## src/hdl/ait_pkg.sv

```systemverilog
// Purpose: Shared constants and types for the sequencer interrupt, drop and trigger registers
// Assumes: Four sequencers, 32-bit register port, one clock
// Notes:   Offsets are byte addresses on the plain register port
package ait_pkg;

  // Register byte offsets
  localparam logic [11:0] AIT_OFS_IRQ_ENABLE  = 12'h008;
  localparam logic [11:0] AIT_OFS_MASKED_STAT = 12'h00c;
  localparam logic [11:0] AIT_OFS_DROP_STAT   = 12'h010;
  localparam logic [11:0] AIT_OFS_TRIG_SEL    = 12'h014;
  localparam logic [11:0] AIT_OFS_RAW_STAT    = 12'h004;

  // Reset values
  localparam logic [31:0] AIT_RST_ZERO = 32'h0000_0000;

  // Field geometry of the trigger select register
  localparam int AIT_NUM_SEQ    = 4;
  localparam int AIT_CODE_W     = 4;

  // Trigger source codes
  localparam logic [3:0] AIT_TRIG_PROC   = 4'h0;
  localparam logic [3:0] AIT_TRIG_COMP0  = 4'h1;
  localparam logic [3:0] AIT_TRIG_PIN    = 4'h4;
  localparam logic [3:0] AIT_TRIG_TIMER  = 4'h5;
  localparam logic [3:0] AIT_TRIG_PWM_A  = 4'h6;
  localparam logic [3:0] AIT_TRIG_PWM_B  = 4'h7;
  localparam logic [3:0] AIT_TRIG_PWM_C  = 4'h8;
  localparam logic [3:0] AIT_TRIG_ALWAYS = 4'hf;

  // Event sources that can start a sequence
  typedef struct packed {
    logic proc;      // Software initiate, per sequencer bit handled outside
    logic comp0;     // Analogue comparator 0
    logic ext_pin;   // External trigger pin
    logic timer;     // Timer event
    logic pwm_a;     // PWM generator 0
    logic pwm_b;     // PWM generator 1
    logic pwm_c;     // PWM generator 2
  } ait_events_s;

  // Register port request
  typedef struct packed {
    logic        wr;    // Write strobe
    logic        rd;    // Read strobe
    logic [11:0] addr;  // Byte address
    logic [31:0] wdata; // Write data
  } ait_bus_req_s;

endpackage : ait_pkg

```

## src/hdl/ait_regs.sv

```systemverilog
// Purpose: Interrupt mask, masked status, FIFO drop flags and trigger selection
// Assumes: Event and conversion inputs come from logic on i_sys_clk, except the pin
// Notes:   Read data appear the cycle after the read strobe and only then
//
// Behaviour
// - Forward raw interrupt only while enable set
// - Masked status reads raw AND enable
// - Write one clears masked and raw flag
// - Clear works even when enable is zero
// - Controller interrupt is a held level
// - Full FIFO write drops data, sets flag
// - Drop flag stays until written one
// - Four 4-bit trigger fields, seq0 lowest
// - Code 0 processor, code 1 comparator
// - Codes 4-8 pin, timer, PWM 0-2
// - Code 15 samples continuously
// - All fields decode alike, independently
// - Interrupt-marked sample completion sets raw flag
`timescale 1ns/10ps
`default_nettype none

module ait_regs
  import ait_pkg::*;
#(
  parameter int NUM_SEQ = AIT_NUM_SEQ  // Number of sample sequencers
) (
  input  wire logic               i_sys_clk,      // System clock, 200 MHz
  input  wire logic               i_srst,         // Synchronous reset, active high
  input  wire ait_bus_req_s       i_bus,          // Register port request
  output logic [31:0]             o_rdata,        // Read data, cycle after read
  input  wire ait_events_s        i_events,       // Trigger events, pin unsynchronised
  input  wire logic [NUM_SEQ-1:0] i_proc_start,   // Software initiate per sequencer
  input  wire logic [NUM_SEQ-1:0] i_conv_done,    // Sample conversion finished
  input  wire logic [NUM_SEQ-1:0] i_step_irq_request, // That sample asks for interrupt
  input  wire logic [NUM_SEQ-1:0] i_fifo_full,    // Result FIFO full
  input  wire logic [NUM_SEQ-1:0] i_fifo_wr_req,  // Result arriving for FIFO
  output logic [NUM_SEQ-1:0]      o_fifo_wr,      // Write accepted into FIFO
  output logic [NUM_SEQ-1:0]      o_seq_trigger,  // Start sampling, one per sequencer
  output logic [NUM_SEQ-1:0]      o_ctrl_irq      // Level interrupt to controller
);

  // Field width fixed by layout; the register holds four codes in 16 bits
  initial begin
    if (NUM_SEQ != AIT_NUM_SEQ) begin
      $error("ait_regs supports exactly four sequencers");
    end
  end

  // Storage
  logic [NUM_SEQ-1:0]            irq_enable_reg;        // Mask bits
  logic [NUM_SEQ-1:0]            raw_irq_status;        // Raw interrupt flags
  logic [NUM_SEQ-1:0]            fifo_drop_status;      // Overflow flags
  logic [NUM_SEQ*AIT_CODE_W-1:0] trigger_source_select; // Packed trigger codes
  logic                          pin_meta;              // Pin sync stage one
  logic                          pin_sync;              // Pin sync stage two

  // Address decode
  wire hit_en   = (i_bus.addr == AIT_OFS_IRQ_ENABLE);
  wire hit_msk  = (i_bus.addr == AIT_OFS_MASKED_STAT);
  wire hit_drop = (i_bus.addr == AIT_OFS_DROP_STAT);
  wire hit_trig = (i_bus.addr == AIT_OFS_TRIG_SEL);
  wire hit_raw  = (i_bus.addr == AIT_OFS_RAW_STAT);

  // Write-one-to-clear masks; a zero bit leaves the flag alone
  wire [NUM_SEQ-1:0] clr_raw  = (i_bus.wr && hit_msk)  ? i_bus.wdata[NUM_SEQ-1:0]
                                                       : '0;
  wire [NUM_SEQ-1:0] clr_drop = (i_bus.wr && hit_drop) ? i_bus.wdata[NUM_SEQ-1:0]
                                                       : '0;

  // Hardware set terms
  wire [NUM_SEQ-1:0] set_raw  = i_conv_done & i_step_irq_request;
  wire [NUM_SEQ-1:0] set_drop = i_fifo_wr_req & i_fifo_full;

  // Set wins over a simultaneous clear
  wire [NUM_SEQ-1:0] next_raw  = (raw_irq_status & ~clr_raw) | set_raw;
  wire [NUM_SEQ-1:0] next_drop = (fifo_drop_status & ~clr_drop) | set_drop;

  // Masked status is the AND of raw and enable
  wire [NUM_SEQ-1:0] masked_irq = raw_irq_status & irq_enable_reg;

  // Next-cycle interrupt level built from next raw and next enable
  wire [NUM_SEQ-1:0] next_en = (i_bus.wr && hit_en) ? i_bus.wdata[NUM_SEQ-1:0]
                                                    : irq_enable_reg;
  wire [NUM_SEQ-1:0] next_irq = next_raw & next_en;

  // Read mux; unused upper bits read as zero
  wire [31:0] rd_mux =
      hit_en   ? {{(32-NUM_SEQ){1'b0}}, irq_enable_reg}   :
      hit_msk  ? {{(32-NUM_SEQ){1'b0}}, masked_irq}       :
      hit_drop ? {{(32-NUM_SEQ){1'b0}}, fifo_drop_status} :
      hit_trig ? {16'h0000, trigger_source_select}        :
      hit_raw  ? {{(32-NUM_SEQ){1'b0}}, raw_irq_status}   :
                 AIT_RST_ZERO;                             // Unmapped reads zero

  // Trigger decode, one identical decoder per sequencer field
  logic [NUM_SEQ-1:0] next_trig;
  genvar g;
  generate
    for (g = 0; g < NUM_SEQ; g++) begin : g_seq
      wire [AIT_CODE_W-1:0] code =
          trigger_source_select[g*AIT_CODE_W +: AIT_CODE_W];
      // Reserved codes select nothing, so the sequencer stays idle
      assign next_trig[g] =
          (code == AIT_TRIG_PROC)   ? i_proc_start[g]  :
          (code == AIT_TRIG_COMP0)  ? i_events.comp0   :
          (code == AIT_TRIG_PIN)    ? pin_sync         :
          (code == AIT_TRIG_TIMER)  ? i_events.timer   :
          (code == AIT_TRIG_PWM_A)  ? i_events.pwm_a   :
          (code == AIT_TRIG_PWM_B)  ? i_events.pwm_b   :
          (code == AIT_TRIG_PWM_C)  ? i_events.pwm_c   :
          (code == AIT_TRIG_ALWAYS) ? 1'b1             : 1'b0;
    end
  endgenerate

  // Pin synchroniser; stage one feeds only stage two
  always_ff @(posedge i_sys_clk) begin
    pin_meta <= i_events.ext_pin;
    pin_sync <= pin_meta;
  end

  // Control registers written by software
  always_ff @(posedge i_sys_clk) begin
    if (i_srst) begin
      irq_enable_reg        <= '0;
      trigger_source_select <= '0;
    end else begin
      if (i_bus.wr && hit_en) begin
        irq_enable_reg <= i_bus.wdata[NUM_SEQ-1:0];
      end
      if (i_bus.wr && hit_trig) begin
        trigger_source_select <= i_bus.wdata[NUM_SEQ*AIT_CODE_W-1:0];
      end
    end
  end

  // Status flags set by hardware, cleared by software
  always_ff @(posedge i_sys_clk) begin
    if (i_srst) begin
      raw_irq_status   <= '0;
      fifo_drop_status <= '0;
    end else begin
      raw_irq_status   <= next_raw;
      fifo_drop_status <= next_drop;
    end
  end

  // Registered outputs
  always_ff @(posedge i_sys_clk) begin
    if (i_srst) begin
      o_rdata       <= AIT_RST_ZERO;
      o_ctrl_irq    <= '0;
      o_seq_trigger <= '0;
    end else begin
      o_rdata       <= i_bus.rd ? rd_mux : AIT_RST_ZERO;
      o_ctrl_irq    <= next_irq;
      o_seq_trigger <= next_trig;
    end
  end

  // FIFO write pass, registered; a full FIFO loses the newest result
  always_ff @(posedge i_sys_clk) begin
    if (i_srst) begin
      o_fifo_wr <= '0;
    end else begin
      o_fifo_wr <= i_fifo_wr_req & ~i_fifo_full;
    end
  end

endmodule : ait_regs

`default_nettype wire

```

## config.mk

```make
export PLATFORM = sky130hd
export DESIGN_NAME = ait_regs
export DESIGN_NICKNAME = d
export VERILOG_FILES = /design/src/hdl/ait_pkg.sv /design/src/hdl/ait_regs.sv
export SDC_FILE = /design/constraint.sdc
export NUM_CORES = 1
export LEC_CHECK = 0
export BUFFER_PORTS_ARGS = -buffer_cell sky130_fd_sc_hd__buf_2
export CAP_MARGIN = 20
export CORE_UTILIZATION = 46
export DETAILED_ROUTE_END_ITERATION = 7
export PLACE_DENSITY = 0.76
export SLEW_MARGIN = 20
export SYNTH_ARGS = -nofsm -noshare
export SYNTH_HDL_FRONTEND = slang
export SYNTH_SLANG_ARGS = --single-unit
```

## constraint.sdc

```tcl
create_clock -name i_sys_clk -period 2.6 [get_ports i_sys_clk]
set_input_delay 0.26 -clock i_sys_clk [delete_from_list [all_inputs] [get_ports i_sys_clk]]
set_output_delay 0.26 -clock i_sys_clk [all_outputs]
set_load 0.05 [all_outputs]
```

### After elaboration in Yosys (flattened, before gate mapping)

Cells that the tools add are included.

* equality and inequality tests: 33
* mux-type cells: 40
* bitwise logic cells: 13
* reductions and logical operators: 11

Operators with widths (count)
* == test 4 x 3 -> 1 bit (second input constant): 16
* == test 4 bit (second input constant): 8
* 2-to-1 mux 1 bit: 32
* bitwise AND 4 bit: 7
* 2-to-1 mux 4 bit: 7
* == test 12 x 4 -> 1 bit (second input constant): 2
* == test 12 x 5 -> 1 bit (second input constant): 2
* == test 4 x 1 -> 1 bit (second input constant): 4
* logical NOT 4 bit: 4
* 2-to-1 mux 16 bit: 1
* == test 12 x 3 -> 1 bit (second input constant): 1
* NOT 4 bit: 3
* bitwise OR 4 bit: 2
* OR reduction 6 bit: 1
* OR reduction 5 bit: 1
* logical AND 1 bit: 4
* OR reduction 2 bit: 1
* NOT 1 bit: 1

* register bits after elaboration: 74
* input bits: 75

### Depth between registers and ports, before layout

* depth after elaboration: 9
* depth in mapped cells: 7

### Worst setup path after synthesis

OpenSTA, ideal clock, no wires.

* kind: input to register
* start: in i_bus[41] (netlist name)
* end: reg trigger_source_select[8]
* setup time: 132 ps
* arrival: 1736 ps
* required time: 2468 ps
* slack: 732 ps
* stages: 6
* path buffers: 2
* cell sequence: or4_4 -> or4_1 -> buf_2 -> buf_6 -> nand2_1 -> a21oi_1

* cells in the longest elaborated chain, start to end: 2

Ends and longest elaborated chain
* from (decl): line ait_regs.sv:29 `input wire ait_bus_req_s i_bus,`
* == test 12 x 5 -> 1 bit: line ait_regs.sv:61 `wire hit_trig = (i_bus.addr == AIT_OFS_TRIG_SEL);`
* logical AND 1 bit: line ait_regs.sv:130 `if (i_bus.wr && hit_trig) begin`
* to (signal assigned): line ait_regs.sv:131 `trigger_source_select <= i_bus.wdata[NUM_SEQ*AIT_CODE_W-1:0];`
* to (decl): line ait_regs.sv:53 `logic [NUM_SEQ*AIT_CODE_W-1:0] trigger_source_select;`

Every way passes these cells.
A chain may end at the register's enable or synchronous reset.

### Final worst setup path

* start: in i_bus[41] (netlist name)
* end: reg trigger_source_select[0]

Same word-level chain as after synthesis.

==> impl_metrics.env <==
export IMPL_drive_gt1_frac=0.3003
export IMPL_final_setup_viol_count=0
export IMPL_hold_path_startpoint="i_events[4]"
export IMPL_synth_area_leader_cell="dfxtp_1"
export IMPL_final_cells=443
export IMPL_fin_nets=445
export IMPL_dieArea_sq_mm=0.005711
export IMPL_reg_top3="o_rdata x16, trigger_source_select x16"
export IMPL_gp_congestion=0.8381
export IMPL_worstPathMaxFanout=16
export IMPL_holdPathStages=1
export IMPL_synth_edf_count=0
export IMPL_ff_latch_area_sq_mm=0.001161
export IMPL_top_usage_layer="met2"
export IMPL_die_w_um=75.57
export IMPL_num_rows=26
export IMPL_cts_buffers=9
export IMPL_finalSetupTns_ns=0
export IMPL_via_count=2246
export IMPL_status="complete, no violations"
export IMPL_grt_pass1_wl_um=8769
export IMPL_p_leak_nw=1.328
export IMPL_cap_violations=0
export IMPL_fin_area_sq_mm=0.003105
export IMPL_synth_cell_types=39
export IMPL_grt_pass1_vias=1871
export IMPL_grtUsageMet2=0.3065
export IMPL_ir_worst_vdd_mv=0.3473
export IMPL_timing_hold_ws_ns=0.02877
export IMPL_core_sq_mm=0.005172
export IMPL_netlist_instances=282
export IMPL_dp_hpwl_um=4166
export IMPL_synthMostInstantiatedCell="dfxtp_1"
export IMPL_rsz0062_at_grt="no"
export IMPL_syn_area_per_cell_sq_um=8.829
export IMPL_n_antenna_cell=0
export IMPL_area_growth_pct=24.72
export IMPL_synth_area_sq_mm=0.002490
export IMPL_r2r_start="trigger_source_select[10]"
export IMPL_finalPower_mw=1.924
export IMPL_cts_sinks=58
export IMPL_post_cts_setup_buffers=0
export IMPL_finClkSkew_ns=0.009120
export IMPL_gr_usage_met3=0.06614
export IMPL_synth_area_leaders="dfxtp_1, a21oi_1, nand2_1, buf_4, and2_1"
export IMPL_crit_type="input port to register"
export IMPL_drt_first_iter_violations=198
export IMPL_ys_flop_type="dfxtp_1"
export IMPL_slew_viol_final=0
export IMPL_r2r_end="o_seq_trigger[2]"
export IMPL_grt_max_degree=34
export IMPL_portBuffers=85
export IMPL_r2r_slack_ns=1.33
export IMPL_pin_count=119
export IMPL_crit_path_end_kind="register"
export IMPL_worstSetupStartpointType="input port"
export IMPL_max_freq_mhz=553.1
export IMPL_cts_tree="built"
export IMPL_final_period_utilization=0.6953
export IMPL_clock_latency_ns=0.33
export IMPL_fillers=463
export IMPL_tightestPinTransition_ns=0.5363
export IMPL_dpl_instance_area_sq_mm=0.002913
export IMPL_worstPathRequired_ns=2.81
export IMPL_grtUsageTotal=0.2108
export IMPL_rr_worst_depth=3
export IMPL_p_per_area_mw_per_mm2=619.6
export IMPL_die_h_um=75.57
export IMPL_route_detailed_drc=0
export IMPL_start_util=0.4814
export IMPL_ys_seq_elements=58
export IMPL_yosysWarnings=0
export IMPL_arrival_ns=2.01
export IMPL_postCtsHoldBufs=0
export IMPL_antenna_left=0
export IMPL_multi_input_area_sq_mm=0.001197
export IMPL_hold_violations=0
export IMPL_htreeDepth=3
export IMPL_dp_cells=429
export IMPL_yosysSeqAreaShare=0.4663
export IMPL_clkSlewWorstSetupHoldPaths_ns=0.06
export IMPL_synth_top_area_frac=0.4663
export IMPL_totalWireLength_um=5538
export IMPL_finalCriticalPeriod_ns=1.808
export IMPL_min_path_type="input port to register"
export IMPL_drt_pass1_iterations=4
export IMPL_clockBufferDepth=2
export IMPL_cts_resized_gates=0
export IMPL_ys_async_sr_fraction=0
export IMPL_grt_overflow=0
export IMPL_routedWlPerCell_um=12.50
export IMPL_synth_commonest_cells="dfxtp_1, nand2_1, a21oi_1"
export IMPL_max_slew_margin_rel=0.6392
export IMPL_routed_via_density=5.070
export IMPL_use_met1=0.2870
export IMPL_antenna_found_initial=0
export IMPL_root_buffer="clkbuf_8"
export IMPL_holdPathEnd="pin_meta"
==> per-layer routing <==
metal / part of all wire / vias up / routed length (um)
li1: - / 1145 / -
met1: 0.48 / 1013 / 2631
met2: 0.45 / 83 / 2512
met3: 0.057 / 5 / 315
met4: 0.014 / 0 / 78
met5: 0 / - / 0
==> cells by family after synthesis <==
family / after synthesis / share of synthesized area
and+or+nand+nor: 114 / 0.2508
AOI/OAI and AO/OA: 72 / 0.1814
DFF: 58 / 0.4663
buffers and inverters: 31 / 0.07538
muxes: 6 / 0.02462
other: 1 / 0.001506
==> worst max-delay path by stage <==
stage                         start                       end  slack (ns)  cells past startpoint
final                     i_bus[41]  trigger_source_select[0]        0.79                      5
after detailed placement  i_bus[41]  trigger_source_select[0]        0.45                      5
after CTS                 i_bus[41]  trigger_source_select[0]        0.80                      5
after global placement    i_bus[41]  trigger_source_select[8]        0.47                      5
after floorplan           i_bus[41]  trigger_source_select[8]        0.73                      6
after global routing      i_bus[41]  trigger_source_select[5]        0.75                      5
==> worst max-delay path: stages <==
cell and delay, ns:
buf_2 0.11, or4_4 0.59, or4_1 0.82, nand2_1 0.17, a21oi_1 0.07
==> stage by stage <==
step | utilization | setup slack [ns]
2_1_floorplan | - | 0.7319
3_3_place_gp | 0.5631 | 0.4659
3_5_place_dp | 0.5631 | 0.4528
4_1_cts | 0.6004 | 0.8033
5_1_grt | 0.6004 | 0.7521
6_report | 0.6004 | 0.7921
==> layout by cell type (no fill, tap or decap), drive strengths merged, types with 2 or more instances in the layout <==
| cell type | Yosys | routed |
|---|---|---|
| conb | 1 | 16 |
| a21oi | 38 | 38 |
| nor2 | 6 | 6 |
| nand3 | 2 | 2 |
| inv | 5 | 5 |
| or3b | 4 | 4 |
| nand2b | 5 | 5 |
| nor3 | 8 | 8 |
| and2 | 15 | 15 |
| o21ai | 9 | 9 |
| buf | 19 | 88 |
| nand2 | 48 | 48 |
| or4 | 2 | 2 |
| nor4b | 2 | 2 |
| dfxtp | 58 | 58 |
| nor2b | 8 | 8 |
| a211oi | 3 | 3 |
| nor3b | 5 | 5 |
| o32a | 4 | 4 |
| a311oi | 7 | 7 |
| o221ai | 6 | 6 |
| clkbuf | 7 | 12 |
| o211ai | 2 | 2 |
| mux2i | 5 | 5 |
| nor4 | 4 | 4 |
==> power by group <==
part	switching (mW)	internal (mW)	total [mW]
Combinational	0.133	0.0614	0.194
Clock	0.331	0.484	0.816
Sequential	0.00949	0.905	0.914
Total	0.474	1.45	1.92
==> area by class of cell <==
cell class / count / share of cell area
Clock inverter: 2 / 0.01209
Timing Repair Buffer: 88 / 0.1442
Multi-Input combinational cell: 208 / 0.3856
Sequential cell: 58 / 0.3739
Inverter: 5 / 0.006044
Clock buffer: 12 / 0.04996
Tap cell: 70 / 0.02820
Power figures use the tool's default switching activity.
